$ cat src/shared/apdc_pkg.sv
package apdc_pkg;
	// Command codes
	localparam logic [7:0] CMD_ALERT2_SETUP = 8'hd6;
	localparam logic [7:0] CMD_SETTINGS = 8'hd8;
	localparam logic [7:0] CMD_RESTART = 8'hd9;
	localparam logic [7:0] CMD_OPERATION = 8'h01;
	// Reset values
	localparam logic [15:0] ALERT2_RESET = 16'h8000;
	localparam logic [7:0] SETTINGS_RESET = 8'h00;
	// Writable bit masks, reserved bits excluded
	localparam logic [15:0] ALERT2_WMASK = 16'hfffb;
	localparam logic [7:0] SETTINGS_WMASK = 8'hf0;
	// Alert setup fields
	localparam int A2_SWITCH_FAULT_EN = 15;
	localparam int A2_SRC_HI = 9;
	localparam int A2_SRC_LO = 4;
	localparam int A2_POLARITY = 3;
	localparam int A2_GPO_SEL = 1;
	localparam int A2_GPO_LEVEL = 0;
	// Settings fields
	localparam int ST_FILTER_LEN = 7;
	localparam int ST_FOLDBACK_OFF = 6;
	localparam int ST_ON_OFF_ACCEPT = 5;
	localparam int ST_THRESH_DIR = 4;
	// Flag vector width: bits 15..4 of the setup word
	localparam int FLAG_W = 12;
	typedef enum logic [1:0] {
		APDC_ACK,
		APDC_NACK
	} apdc_resp_type;
endpackage : apdc_pkg

$ cat src/rtl/apdc_pin_drive.sv
`timescale 1ns/1ps
module apdc_pin_drive (
	// Clock and reset
	input wire logic clk_in,
	input wire logic rst_b_in,
	// Configuration
	input wire logic gpo_sel_in,
	input wire logic gpo_level_in,
	input wire logic polarity_in,
	input wire logic alert_req_in,
	// Pin
	output logic pin_out
);
	typedef struct packed {
		logic pin;
	} apdc_pd_state_type;
	apdc_pd_state_type state;
	apdc_pd_state_type next_state;

	always_comb begin
		next_state = state;
		if (gpo_sel_in) begin
			next_state.pin = gpo_level_in;
		end else begin
			// Idle level is the inverse of the active level
			next_state.pin = polarity_in ? alert_req_in : ~alert_req_in;
		end
	end

	// Reset level high: default polarity is active low, so no false alert
	always_ff @(posedge clk_in or negedge rst_b_in) begin
		if (!rst_b_in) begin
			state <= '{pin: 1'b1};
		end else begin
			state <= next_state;
		end
	end

	assign pin_out = state.pin;
endmodule : apdc_pin_drive

$ cat src/rtl/apdc_config.sv
`timescale 1ns/1ps
module apdc_config (
	// Clock and reset
	input wire logic clk_in,
	input wire logic rst_b_in,
	// Decoded command port from the bus engine
	input wire logic cmd_valid_in,
	input wire logic cmd_write_in,
	input wire logic [7:0] cmd_code_in,
	input wire logic [1:0] cmd_len_in,
	input wire logic [15:0] cmd_wdata_in,
	// Command answer
	output logic resp_valid_out,
	output logic resp_nack_out,
	output logic [15:0] resp_rdata_out,
	// Status flags, bits 15..4 of the setup word order
	input wire logic [11:0] flags_in,
	input wire logic operation_done_in,
	// Device controls
	output logic filter_short_out,
	output logic foldback_off_out,
	output logic threshold_over_out,
	output logic operation_strobe_out,
	output logic restart_strobe_out,
	// Second alert pin
	output logic second_alert_output_pin_out
);
	typedef struct packed {
		logic [15:0] alert2;
		logic [7:0] settings;
		logic resp_valid;
		logic resp_nack;
		logic [15:0] rdata;
		logic op_strobe;
		logic rs_strobe;
		logic alert_req;
	} apdc_state_type;
	apdc_state_type state;
	apdc_state_type next_state;
	logic [11:0] flags_q1;
	logic [11:0] flags_q2;

	// Readback with reserved bits masked
	function automatic logic [15:0] apdc_read(input logic [7:0] code, input logic [15:0] a2,
			input logic [7:0] st);
		apdc_read = 16'h0000;
		case (code)
			apdc_pkg::CMD_ALERT2_SETUP: apdc_read = a2 & apdc_pkg::ALERT2_WMASK;
			apdc_pkg::CMD_SETTINGS: apdc_read = {8'h00, st & apdc_pkg::SETTINGS_WMASK};
			default: apdc_read = 16'h0000;
		endcase
	endfunction : apdc_read

	// Flags come from analog comparators outside this clock
	always_ff @(posedge clk_in or negedge rst_b_in) begin
		if (!rst_b_in) begin
			flags_q1 <= 12'h000;
			flags_q2 <= 12'h000;
		end else begin
			flags_q1 <= flags_in;
			flags_q2 <= flags_q1;
		end
	end

	always_comb begin
		logic [11:0] enables;
		enables = 12'h000;
		next_state = state;
		next_state.resp_valid = 1'b0;
		next_state.resp_nack = 1'b0;
		next_state.op_strobe = 1'b0;
		next_state.rs_strobe = 1'b0;
		if (cmd_valid_in) begin
			next_state.resp_valid = 1'b1;
			case (cmd_code_in)
				apdc_pkg::CMD_ALERT2_SETUP: begin
					if (cmd_write_in && cmd_len_in == 2'd2) begin
						next_state.alert2 = cmd_wdata_in & apdc_pkg::ALERT2_WMASK;
					end else if (cmd_write_in) begin
						next_state.resp_nack = 1'b1;
					end
				end
				apdc_pkg::CMD_SETTINGS: begin
					// Byte-sized writes only; reads of any length are accepted
					if (cmd_write_in && cmd_len_in == 2'd1) begin
						next_state.settings = cmd_wdata_in[7:0] & apdc_pkg::SETTINGS_WMASK;
					end else if (cmd_write_in) begin
						next_state.resp_nack = 1'b1;
					end
				end
				apdc_pkg::CMD_RESTART: begin
					// Send-byte: write with no data bytes
					if (cmd_write_in && cmd_len_in == 2'd0) begin
						next_state.rs_strobe = 1'b1;
					end else begin
						next_state.resp_nack = 1'b1;
					end
				end
				apdc_pkg::CMD_OPERATION: begin
					// Guards against a card turning itself off by accident
					if (state.settings[apdc_pkg::ST_ON_OFF_ACCEPT] && cmd_write_in) begin
						next_state.op_strobe = 1'b1;
					end else begin
						next_state.resp_nack = 1'b1;
					end
				end
				default: next_state.resp_nack = 1'b1;
			endcase
			if (!cmd_write_in) begin
				next_state.rdata = apdc_read(cmd_code_in, state.alert2, state.settings);
			end
		end
		// Setup bits 15..4 gate the synchronised flags
		enables = state.alert2[15:4];
		next_state.alert_req = |(enables & flags_q2);
	end

	always_ff @(posedge clk_in or negedge rst_b_in) begin
		if (!rst_b_in) begin
			state <= '{alert2: apdc_pkg::ALERT2_RESET,
				settings: apdc_pkg::SETTINGS_RESET,
				rdata: 16'h0000, default: 1'b0};
		end else begin
			state <= next_state;
		end
	end

	apdc_pin_drive u_pin (
		.clk_in(clk_in),
		.rst_b_in(rst_b_in),
		.gpo_sel_in(state.alert2[apdc_pkg::A2_GPO_SEL]),
		.gpo_level_in(state.alert2[apdc_pkg::A2_GPO_LEVEL]),
		.polarity_in(state.alert2[apdc_pkg::A2_POLARITY]),
		.alert_req_in(state.alert_req),
		.pin_out(second_alert_output_pin_out)
	);

	assign resp_valid_out = state.resp_valid;
	assign resp_nack_out = state.resp_nack;
	assign resp_rdata_out = state.rdata;
	assign filter_short_out = state.settings[apdc_pkg::ST_FILTER_LEN];
	assign foldback_off_out = state.settings[apdc_pkg::ST_FOLDBACK_OFF];
	assign threshold_over_out = state.settings[apdc_pkg::ST_THRESH_DIR];
	assign operation_strobe_out = state.op_strobe;
	assign restart_strobe_out = state.rs_strobe;
endmodule : apdc_config

$ cat config.mk
export PLATFORM = sky130hd
export DESIGN_NAME = apdc_config
export DESIGN_NICKNAME = d
export VERILOG_FILES = /design/src/shared/apdc_pkg.sv /design/src/rtl/apdc_pin_drive.sv /design/src/rtl/apdc_config.sv
export SDC_FILE = /design/constraint.sdc
export NUM_CORES = 1
export LEC_CHECK = 0
export BUFFER_PORTS_ARGS = -buffer_cell sky130_fd_sc_hd__buf_4
export CAP_MARGIN = 0
export CORE_MARGIN = 3
export CORE_UTILIZATION = 53
export CTS_BUF_LIST = sky130_fd_sc_hd__clkbuf_8
export DETAILED_ROUTE_END_ITERATION = 10
export GPL_ROUTABILITY_DRIVEN = 0
export PLACE_DENSITY_LB_ADDON = 0.1
export SETUP_SLACK_MARGIN = 0.4
export SLEW_MARGIN = 0
export SYNTH_ARGS = -nofsm -noshare
export SYNTH_HDL_FRONTEND = slang
export SYNTH_SLANG_ARGS = --single-unit
$ cat constraint.sdc
create_clock -name clk_in -period 1.4 [get_ports clk_in]
set_clock_uncertainty 0.15 [all_clocks]
set_input_delay 0.07 -clock clk_in [delete_from_list [all_inputs] [get_ports clk_in]]
set_output_delay 0.07 -clock clk_in [all_outputs]
set_load 0.01 [all_outputs]
==> results of run 1 <==
sequential cells by signal, summed over array words and instances, names as in the netlist, 12 cells and up:
name and flops:
flags_q1 12, resp_rdata_out 15, state 17, flags_q2 12
worst paths after layout:
kind,depth (start not counted),startpoint,end,slack [ns]
min,3,cmd_len_in[1],restart_strobe_out$_DFF_PN0_,-0.06
max reg2reg,4,state[26]$_DFFE_PN0P_,resp_nack_out$_DFF_PN0_,0.04
max,4,state[26]$_DFFE_PN0P_,resp_nack_out$_DFF_PN0_,0.04
min in group asynchronous,2,rst_b_in,resp_nack_out$_DFF_PN0_,0.07
min reg2reg,0,flags_q1[1]$_DFF_PN0_,flags_q2[1]$_DFF_PN0_,0.20
max in group asynchronous,3,rst_b_in,state[37]$_DFFE_PN0P_,0.56
cell usage after synthesis, drive strengths merged:
| master | count |
|---|---|
| dfrtp | 62 |
| mux2 | 19 |
| buf | 17 |
| a22o | 14 |
| nand2 | 7 |
| o21ai | 5 |
| a22oi | 4 |
| nor2 | 4 |
| a221oi | 3 |
| clkbuf | 3 |
| nand4b | 3 |
| nor3 | 3 |
| dfstp | 2 |
| inv | 2 |
| nor4 | 2 |
| a21o | 1 |
| a21oi | 1 |
| and3b | 1 |
| conb | 1 |
| nand3 | 1 |
| nand3b | 1 |
| nand4bb | 1 |
| nor4b | 1 |
| o2111ai | 1 |
| o211ai | 1 |
| o311ai | 1 |
| or2 | 1 |
| or3b | 1 |
| xor2 | 1 |
critical path, delay by kind of cell (launching register included):
| kind | cells | cell delay, ns |
|---|---|---|
| AND/OR/NAND/NOR | 2 | 0.38 |
| AO/OA/AOI/OAI | 2 | 0.34 |
| flip-flops | 1 | 0.36 |
logic make-up after synthesis:
group	synth area share (%)
AO/OA/AOI/OAI	9.98
XOR/XNOR	0.360
buffers and inverters	6.17
flip-flops	65.9
multiplexers	8.80
other	0.154
AND/OR/NAND/NOR	8.59
layout by cell type (no fill, tap or decap), types with 2 or more instances in the layout:
| cell | Yosys | final |
|---|---|---|
| a221oi_2 | 0 | 3 |
| a22o_1 | 14 | 14 |
| a22oi_2 | 0 | 4 |
| buf_4 | 16 | 63 |
| buf_6 | 1 | 44 |
| clkbuf_8 | 0 | 11 |
| dfrtp_1 | 62 | 62 |
| dfstp_2 | 2 | 2 |
| dlygate4sd3_1 | 0 | 31 |
| inv_1 | 2 | 3 |
| mux2_4 | 0 | 19 |
| nand2_1 | 7 | 7 |
| nand4b_1 | 2 | 2 |
| nor2_1 | 4 | 2 |
| nor3_4 | 0 | 2 |
| nor4_4 | 1 | 2 |
| o21ai_1 | 0 | 2 |
| o21ai_2 | 0 | 2 |
layout make-up:
type	count	area, µm²	area share [%]
Antenna cell	1	2.50	0.0620
Clock buffer	11	151	3.75
Clock inverter	5	55.1	1.36
Inverter	2	7.51	0.186
Multi-Input combinational cell	78	852	21.1
Sequential cell	64	1600	39.7
Tap cell	52	65.1	1.61
Timing Repair Buffer	139	1300	32.2
through the flow:
step | setup TNS (ns) | instance area (µm²) | hold WS [ns] | util (%) | setup WS, ns
after CTS | 0 | 3920 | -0.0849 | 89.4 | 0.0223
after floorplan | -2.62 | 2460 | -0.376 | - | -0.217
after global placement | -3.85 | 3020 | -0.131 | 68.8 | -0.217
after detailed placement | -4.53 | 3020 | -0.123 | 68.8 | -0.294
after global routing | -0.0289 | 4040 | -0.0763 | 92.1 | -0.0289
final | 0 | 4040 | -0.0606 | 92.1 | 0.0435
repair_timing:
action / in CTS / in global routing
pin swaps: 10 / 10
endpoints found under the hold margin: 99 / 1
buffers inserted: 17 / 7
cloned: 1 / 0
resized for setup: 66 / 19
setup endpoints to repair: 54 / 60
layer usage:
layer	track usage, %	vias up	share of wire (%)	wire (µm)
li1	-	840	-	-
met1	30.6	994	35	2760
met2	44.5	123	51	4000
met3	5.20	43	7.3	572
met4	17.5	0	6.5	511
met5	0	-	0	0
power groups by stage:
stage	logic, mW	registers (mW)	clock network, mW
after floorplan	0.0444	1.95	0
after global placement	0.228	1.95	0
after detailed placement	0.235	1.95	0
after CTS	0.330	1.91	1.62
after global routing	0.375	1.92	1.74
final	0.352	1.92	1.65
==> results.sh, run 1 <==
export IMPL_ys_seq_area_share_pct=65.9
export IMPL_root_buffer="clkbuf_8"
export IMPL_pwr_share_clk_pct=42.1
export IMPL_swShare_pct=23.1
export IMPL_grt_pass1_wl_mm=10.4
export IMPL_yosys_warnings=0
export IMPL_switchingPower_mw=0.904
export IMPL_syn_inst=164
export IMPL_p_int_mw=3.02
export IMPL_hold_class="in -> reg"
export IMPL_hpwl_mm=3.63
export IMPL_yosysUniqueCellTypes=32
export IMPL_die_area_um2=5440
export IMPL_cts_clk_slew_worst_paths_ns=0.08
export IMPL_ys_ff_latch=64
export IMPL_crit_chain="nor4b_4 > nand4b_1 > o211ai_1 > o311ai_1"
export IMPL_ant_nets=0
export IMPL_cts_sinks=64
export IMPL_finalNonFillerCells=352
export IMPL_fillers=155
export IMPL_syn_cell_area_um2=2430
export IMPL_outcome="finished with violations"
export IMPL_total_power_mw=3.92
export IMPL_setup_violations=0
export IMPL_final_net_count=337
export IMPL_sequentialPowerShare_pct=48.9
export IMPL_grt_max_degree=32
export IMPL_max_freq_ghz=0.737
export IMPL_ctsHoldBuffers=31
export IMPL_synth_nets=207
export IMPL_fp_coreArea_um2=4380
export IMPL_cp_arrival_ns=1.42
export IMPL_drtIter0Drc=115
export IMPL_clk_insertion_delay_late_ns=0.34
export IMPL_max_stage_delay_ns=0.36
export IMPL_combPwrFrac_pct=9.0
export IMPL_routedWlPerCell_um=22.3
export IMPL_drive_gt1_share_pct=55.2
export IMPL_yosysTopAreaCellShare_pct=63.8
export IMPL_min_period_ns=1.36
export IMPL_wl_mm=7.84
export IMPL_dr_pass1_iters=4
export IMPL_peakVddDrop_mv=0.771
export IMPL_grt_total_usage_pct=26.5
export IMPL_ios=67
export IMPL_die_h_um=73.7
export IMPL_grt_overflow_total=0
export IMPL_critPathLaunchType="flip-flop"
export IMPL_holdWs_ns=-0.0606
export IMPL_row_count=24
export IMPL_cts_buffers=9
export IMPL_initial_core_util_pct=55.5
export IMPL_port_buffers=63
export IMPL_path_class="reg -> reg"
export IMPL_grt_pass1_vias=2109
export IMPL_rsz0062_at_grt="true"
export IMPL_min_period_over_period_pct=96.9
export IMPL_yosysTopAreaCell="dfrtp_1"
export IMPL_remaining_drc_errors=0
export IMPL_cts_htree_levels=3
export IMPL_endpoint_kind="flip-flop"
export IMPL_power_density_nw_per_um2=971
export IMPL_drv_slew=0
export IMPL_clockBufferDepth=2
export IMPL_finalHoldViolations=1
export IMPL_vias=2000
export IMPL_area_delta_synth_final_pct=65.9
export IMPL_viasPerCell=5.68
export IMPL_cellLeakagePower_nw=1.96
export IMPL_violations="hold timing"
export IMPL_tritoncts="yes"
export IMPL_synthTopCellsByArea="dfrtp_1 (64%), mux2_2 (8.8%), a22o_1 (5.0%)"
export IMPL_worstPathRequired_ns=1.46
export IMPL_antenna_found_initial=1
export IMPL_cp_max_fo=2
export IMPL_chipWidth_um=73.7
export IMPL_maxCapViolations=0
export IMPL_crit_path_top_delay_cell="dfrtp_1"
export IMPL_syn_area_per_cell_um2=14.8
export IMPL_place_inst=279
Note: power is estimated with default switching activity, not from simulation.
==> run 2, diff against run 1 <==
--- a/config.mk
+++ b/config.mk
@@ -5,13 +5,15 @@
 export SDC_FILE = /design/constraint.sdc
 export NUM_CORES = 1
 export LEC_CHECK = 0
+export ABC_AREA = 1
 export BUFFER_PORTS_ARGS = -buffer_cell sky130_fd_sc_hd__buf_4
 export CAP_MARGIN = 0
 export CORE_MARGIN = 3
-export CORE_UTILIZATION = 53
+export CORE_UTILIZATION = 54
 export CTS_BUF_LIST = sky130_fd_sc_hd__clkbuf_8
 export DETAILED_ROUTE_END_ITERATION = 10
 export GPL_ROUTABILITY_DRIVEN = 0
+export MAX_ROUTING_LAYER = met4
 export PLACE_DENSITY_LB_ADDON = 0.1
 export SETUP_SLACK_MARGIN = 0.4
 export SLEW_MARGIN = 0
==> run 2 against run 1 <==
The run still ends with hold timing left; first-iteration DRC count down 31%; setup slack better by 0.19 ns; non-clock buffer count down 15; cell count up 28%; total power down 0.39%; area after synthesis up 7.9%; via count up 7.8%.
==> results.sh, run 2 <==
export IMPL_fp_coreArea_um2=4530
export IMPL_ys_flop_type="dfrtp_1"
export IMPL_grt_max_degree=43
export IMPL_min_to="restart_strobe_out$_DFF_PN0_"
export IMPL_final_net_count=424
export IMPL_finalNonFillerCells=451
export IMPL_violations="hold timing"
export IMPL_largest_reg_flops=17
export IMPL_ctsHoldBuffers=30
export IMPL_drive_gt1_share_pct=36.3
export IMPL_async_flop_share_pct=100
export IMPL_pwr_share_clk_pct=40.0
export IMPL_max_freq_ghz=0.857
export IMPL_synth_edf_count=0
export IMPL_rrSetupSlack_ns=0.30
export IMPL_outcome="finished with violations"
export IMPL_rsz0062_at_grt="true"
export IMPL_die_area_um2=5730
export IMPL_cp_arrival_ns=0.95
export IMPL_use_met2_pct=37.1
export IMPL_combPwrFrac_pct=10.3
export IMPL_cellLeakagePower_nw=2.00
export IMPL_cts_clk_slew_worst_paths_ns=0.07
export IMPL_grt_busiest_layer="met2"
export IMPL_min_period_ns=1.17
export IMPL_cp_max_fo=1
export IMPL_endpoint_kind="output pin"
export IMPL_cts_htree_levels=3
export IMPL_antennaDiodeCount=0
export IMPL_remaining_drc_errors=0
export IMPL_grt_met3_usage_pct=6.60
export IMPL_layout_common_cells="nand2_1 (77), buf_4 (68), dfrtp_1 (62), dlygate4sd3_1 (29), buf_6 (25)"
export IMPL_synth_nets=313
export IMPL_root_buffer="clkbuf_8"
export IMPL_critPathLaunchType="flip-flop"
export IMPL_grt_total_usage_pct=23.2
export IMPL_drv_slew=0
export IMPL_worstPathRequired_ns=1.18
export IMPL_cts_buffers=9
export IMPL_power_density_nw_per_um2=989
export IMPL_hp_start="cmd_code_in[1]"
export IMPL_ant_nets=0
export IMPL_yosysUniqueCellTypes=28
export IMPL_post_synth_top_count_cell="nand2_1"
export IMPL_p_int_mw=3.03
export IMPL_port_buffers=63
export IMPL_die_h_um=75.7
export IMPL_routedWlPerCell_um=13.2
export IMPL_crit_path_top_delay_cell="dfstp_2"
export IMPL_path_class="reg -> out"
export IMPL_place_inst=380
export IMPL_final_common_cell="nand2_1"
export IMPL_hpwl_mm=3.50
export IMPL_clockBufferDepth=2
export IMPL_syn_area_per_cell_um2=9.72
export IMPL_syn_cell_area_um2=2620
export IMPL_yosysTopAreaCell="dfrtp_1"
export IMPL_tritoncts="yes"
export IMPL_syn_inst=270
export IMPL_cts_sinks=64
export IMPL_row_count=24
export IMPL_vias=2155
export IMPL_crit_chain="buf_6"
export IMPL_grt_overflow_total=0
export IMPL_rr_endpoint="state[0]$_DFF_PN0_"
export IMPL_grt_use_met1_pct=27.6
export IMPL_ys_ff_latch=64
export IMPL_min_period_over_period_pct=83.3
export IMPL_maxCapViolations=0
export IMPL_yosys_warnings=0
export IMPL_worst_r2r_startpoint="state[34]$_DFFE_PN0P_"
export IMPL_hold_class="in -> reg"
export IMPL_grt_pass1_wl_mm=9.32
export IMPL_setup_violations=0
export IMPL_peakVddDrop_mv=0.788
export IMPL_max_stage_delay_ns=0.52
export IMPL_ff2ff_path_depth=4
export IMPL_dr_pass1_iters=4
export IMPL_tns_ns=0
export IMPL_antenna_found_initial=0
export IMPL_area_delta_synth_final_pct=50.4
export IMPL_cp_top_family="flip-flops"
export IMPL_switchingPower_mw=0.870
export IMPL_startpoint="u_pin.pin_out$_DFF_PN1_"
export IMPL_sequentialPowerShare_pct=49.6
export IMPL_wl_mm=5.97
export IMPL_synthTopCellsByArea="dfrtp_1 (59%), nand2_1 (12%), buf_4 (5.2%)"
export IMPL_regMostFlops="state"
export IMPL_viasPerCell=4.78
export IMPL_finalHoldViolations=6
export IMPL_yosysTopAreaCellShare_pct=59.1
export IMPL_clk_insertion_delay_late_ns=0.33
export IMPL_ys_seq_area_share_pct=61.1
export IMPL_synth_top_cells_by_count="nand2_1 (85), dfrtp_1 (62), buf_4 (18), nor2_1 (18), nand3_1 (17)"
export IMPL_hold_depth=4
export IMPL_chipWidth_um=75.7
export IMPL_grt_pass1_vias=2096
export IMPL_worst_path_buf_inv=1
export IMPL_swShare_pct=22.3
export IMPL_drtIter0Drc=79
export IMPL_ios=67
export IMPL_initial_core_util_pct=57.9
export IMPL_holdWs_ns=-0.108
==> run 2: cell types whose count changed after synthesis, sizes merged, moves of 2 or more <==
cell    previous run  this run
buf               17        22
a22oi              4         0
nor2               4        20
nand3              1        17
o21ai              5        20
a22o              14         0
mux2              19         0
a31oi              0         4
a21oi              1         3
and2               0         2
inv                2        17
nand2              7        89
nand4b             3         0
==> run 2: final cells by class <==
| type | count | area [µm²] |
|---|---|---|
| clock buffer | 11 | 151 |
| clock inverter | 5 | 47.5 |
| fill | 235 | 588 |
| inverter | 17 | 83.8 |
| multi-input combinational | 165 | 863 |
| sequential | 64 | 1600 |
| tap | 65 | 81.3 |
| timing repair buffer | 124 | 1110 |
==> run 2: through the flow <==
step                      cell area (µm²)  power [mW]  setup WS (ns)  util [%]  hold slack, ns
after floorplan                      2700        2.08          0.373         -          -0.376
after global placement               3140        2.25          0.190      69.2          -0.174
after detailed placement             3140        2.26          0.172      69.2          -0.168
after CTS                            3850        3.92          0.217      84.9          -0.130
after global routing                 3950        4.05          0.196      87.0          -0.113
final                                3950        3.90          0.234      87.0          -0.108
==> run 2: kinds of logic after synthesis <==
logic type                count (synthesis)  synth area share (%)
other                                     1                 0.143
DFF                                      64                  61.1
AOI/OAI and AO/OA                        30                  6.91
buffers and inverters                    41                  9.30
and+or+nand+nor                         133                  22.2
xor gates and xnor gates                  1                 0.334
==> run 2: worst max-delay path by stage <==
| stage | end | slack [ns] | depth (start not counted) |
|---|---|---|---|
| after floorplan | filter_short_out$_DFFE_PN0P_ | 0.37 | 8 |
| after global placement | foldback_off_out$_DFFE_PN0P_ | 0.19 | 8 |
| after detailed placement | state[33]$_DFFE_PN0P_ | 0.17 | 9 |
| after CTS | second_alert_output_pin_out | 0.22 | 1 |
| after global routing | second_alert_output_pin_out | 0.20 | 1 |
| final | second_alert_output_pin_out | 0.23 | 1 |
==> run 2: power groups by stage <==
stage                     combinational, mW  sequential (mW)  clock [mW]
after floorplan                       0.117             1.97           0
after global placement                0.283             1.97           0
after detailed placement              0.288             1.97           0
after CTS                             0.384             1.94        1.60
after global routing                  0.437             1.94        1.66
final                                 0.402             1.94        1.56
==> run 2: metal layers <==
layer | routed length, µm | part of all wire [%]
met1 | 2440 | 41
met2 | 3060 | 51
met3 | 263 | 4.4
met4 | 212 | 3.5
met5 | 0 | 0
==> run 2: repair_timing <==
item / CTS / global route
hold endpoints to repair: 99 / 6
resized for setup: 26 / 7
setup buffers: 16 / 9
pin swaps: 1 / 3
setup endpoints to repair: 27 / 29
==> run 2: worst min-delay path, delay by kind of cell <==
family / cells / cell delay (ns)
simple gates: 3 / 0.18
buf+inv: 1 / 0.09
==> run 3, diff against run 2 <==
==> constraint.sdc (replaced) <==
create_clock -name clk_in -period 1.11 [get_ports clk_in]
set_clock_uncertainty 0.15 [all_clocks]
set_input_delay 0.0555 -clock clk_in [delete_from_list [all_inputs] [get_ports clk_in]]
set_output_delay 0.0555 -clock clk_in [all_outputs]
set_load 0.01 [all_outputs]
==> run 3 against run 2 <==
The flow finishes with violations (hold timing, setup timing); total power rose by 30%; non-clock buffer count rose by 2; critical path depth rose by 3; first-iteration DRC count rose to 3.6 times the previous value.
==> results.sh, run 3 (synthesis results as in run 2) <==
export IMPL_outcome="finished with violations"
export IMPL_violations="hold timing, setup timing"
export IMPL_fp_coreArea_um2=4530
export IMPL_remaining_drc_errors=0
export IMPL_cts_buffers=9
export IMPL_antennaDiodeCount=0
export IMPL_use_met2_pct=43.3
export IMPL_finalInstanceArea_um2=4300
export IMPL_finalNonFillerCells=456
export IMPL_die_h_um=75.7
export IMPL_place_inst=396
export IMPL_path_class="reg -> reg"
export IMPL_dpl_instance_area_um2=3270
export IMPL_worst_r2r_startpoint="state[34]$_DFFE_PN0P_"
export IMPL_chipWidth_um=75.7
export IMPL_tritoncts="yes"
export IMPL_max_stage_delay_ns=0.43
export IMPL_regMostFlops="state"
export IMPL_grt_busiest_layer="met2"
export IMPL_holdWs_ns=-0.563
export IMPL_max_freq_ghz=0.846
export IMPL_total_power_mw=5.07
export IMPL_layout_common_cells="dfrtp_1 (60), buf_4 (55), buf_6 (52), nand2_1 (44), nand2_2 (36)"
export IMPL_rr_endpoint="state[0]$_DFF_PN0_"
export IMPL_grt_pass1_vias=2256
export IMPL_endpoint_kind="flip-flop"
export IMPL_critPathLaunchType="flip-flop"
export IMPL_grt_met3_usage_pct=6.33
export IMPL_drv_slew=0
export IMPL_largest_reg_flops=17
export IMPL_dr_pass1_iters=6
export IMPL_root_buffer="clkbuf_8"
export IMPL_row_count=24
export IMPL_hold_class="in -> async"
export IMPL_crit_chain="nand2_1 > nand2_1 > a221oi_2 > nand3_1"
export IMPL_viasPerCell=5.74
export IMPL_cts_sinks=64
export IMPL_cp_top_family="flip-flops"
export IMPL_vias=2619
export IMPL_ctsHoldBuffers=12
export IMPL_cp_arrival_ns=1.25
export IMPL_cp_common_cell="nand2_1"
export IMPL_grt_pass1_wl_mm=10.5
export IMPL_cts_htree_levels=3
export IMPL_port_buffers=63
export IMPL_regArea_um2=1610
export IMPL_grt_overflow_total=0
export IMPL_grt_use_met1_pct=31.0
export IMPL_tns_ns=-0.139
export IMPL_die_area_um2=5730
export IMPL_final_net_count=429
export IMPL_area_delta_synth_final_pct=63.9
export IMPL_fillers=114
export IMPL_setup_violations=2
export IMPL_min_period_over_period_pct=107
export IMPL_antenna_found_initial=0
export IMPL_ant_nets=0
export IMPL_clockBufferDepth=2
export IMPL_crit_path_top_delay_cell="dfrtp_1"
export IMPL_pre_cts_slack_ns=-0.0982
export IMPL_worst_path_buf_inv=0
export IMPL_final_common_cell="dfrtp_1"
export IMPL_peakVddDrop_mv=1.69
export IMPL_drive_gt1_share_pct=55.2
export IMPL_maxCapViolations=0
export IMPL_initial_core_util_pct=57.9
export IMPL_cp_max_fo=2
export IMPL_grt_max_degree=38
export IMPL_cts_clk_slew_worst_paths_ns=0.09
export IMPL_drtIter0Drc=285
export IMPL_rrSetupSlack_ns=-0.07
export IMPL_worstPathRequired_ns=1.18
export IMPL_finalHoldViolations=87
export IMPL_clk_insertion_delay_late_ns=0.33
export IMPL_min_period_ns=1.18
export IMPL_worst_slack_ns=-0.0723
export IMPL_hpwl_mm=3.73
export IMPL_grt_total_usage_pct=26.1
export IMPL_power_density_nw_per_um2=1180
export IMPL_multi_input_area_um2=1050
export IMPL_wl_mm=9.50
export IMPL_routedWlPerCell_um=20.8
export IMPL_ios=67
export IMPL_rsz0062_at_grt="true"
export IMPL_ff2ff_path_depth=4
export IMPL_cellLeakagePower_nw=2.10
-- run 3: cell types whose count changed in the layout (fill, tap and decap cells not counted), moves of 6 or more --
cell,delta
buf_6,+27
nand2_2,+28
buf_4,-13
nand2_4,+6
o21ai_0,-13
nand3_1,-6
nand2_1,-33
o21ai_2,+6
nand3_2,+6
dlygate4sd3_1,-17
o21ai_1,+7
-- run 3: worst max-delay path by stage --
stage,from,end,cells after the start
floorplan,cmd_code_in[5],filter_short_out$_DFFE_PN0P_,8
global placement,cmd_code_in[5],state[33]$_DFFE_PN0P_,9
detailed placement,cmd_code_in[5],state[33]$_DFFE_PN0P_,9
CTS,u_pin.pin_out$_DFF_PN1_,second_alert_output_pin_out,1
global route,u_pin.pin_out$_DFF_PN1_,second_alert_output_pin_out,1
finish,state[34]$_DFFE_PN0P_,state[0]$_DFF_PN0_,4
-- run 3: worst reg2reg max path: cells and delay by family, from the launching register on --
family           cells  cell delay (ns)
flip-flops           1             0.43
AND/OR/NAND/NOR      3             0.26
AO/OA/AOI/OAI        1             0.23
-- run 3: per-layer routing --
| metal | part of all wire, % | up-vias |
|---|---|---|
| met5 | 0 | - |
| met4 | 5.3 | 0 |
| met3 | 8.9 | 65 |
| li1 | - | 1081 |
| met1 | 35 | 1243 |
| met2 | 51 | 230 |
-- run 3: area by class of cell --
| type | count | area share, % |
|---|---|---|
| clock inverters | 6 | 1.57 |
| inverters | 17 | 2.07 |
| repair buffers | 126 | 29.4 |
| multi-input cells | 167 | 24.3 |
| flip-flops and latches | 64 | 37.4 |
| repair inverters | 1 | 0.145 |
| well taps | 65 | 1.89 |
| clock buffers | 10 | 3.20 |
-- run 3: timing repair --
item                                    in CTS  in global routing
hold endpoints to repair                    99                 87
pin swaps                                   29                 21
gates resized for setup                     69                 51
cloned                                       4                  0
endpoints found under the setup margin      61                 61
setup buffers                               18                 10
-- run 3: stage by stage --
stage | hold WS, ns | utilization, %
CTS | -0.565 | 89.3
global route | -0.573 | 94.8
detailed placement | -0.201 | 72.1
finish | -0.563 | 94.8
global placement | -0.200 | 72.1
floorplan | -0.390 | -
-- run 3: power breakdown --
| group | internal [mW] | switching [mW] | total [mW] |
|---|---|---|---|
| registers | 2.41 | 0.0445 | 2.45 |
| logic | 0.273 | 0.265 | 0.538 |
| clock network | 1.11 | 0.975 | 2.08 |
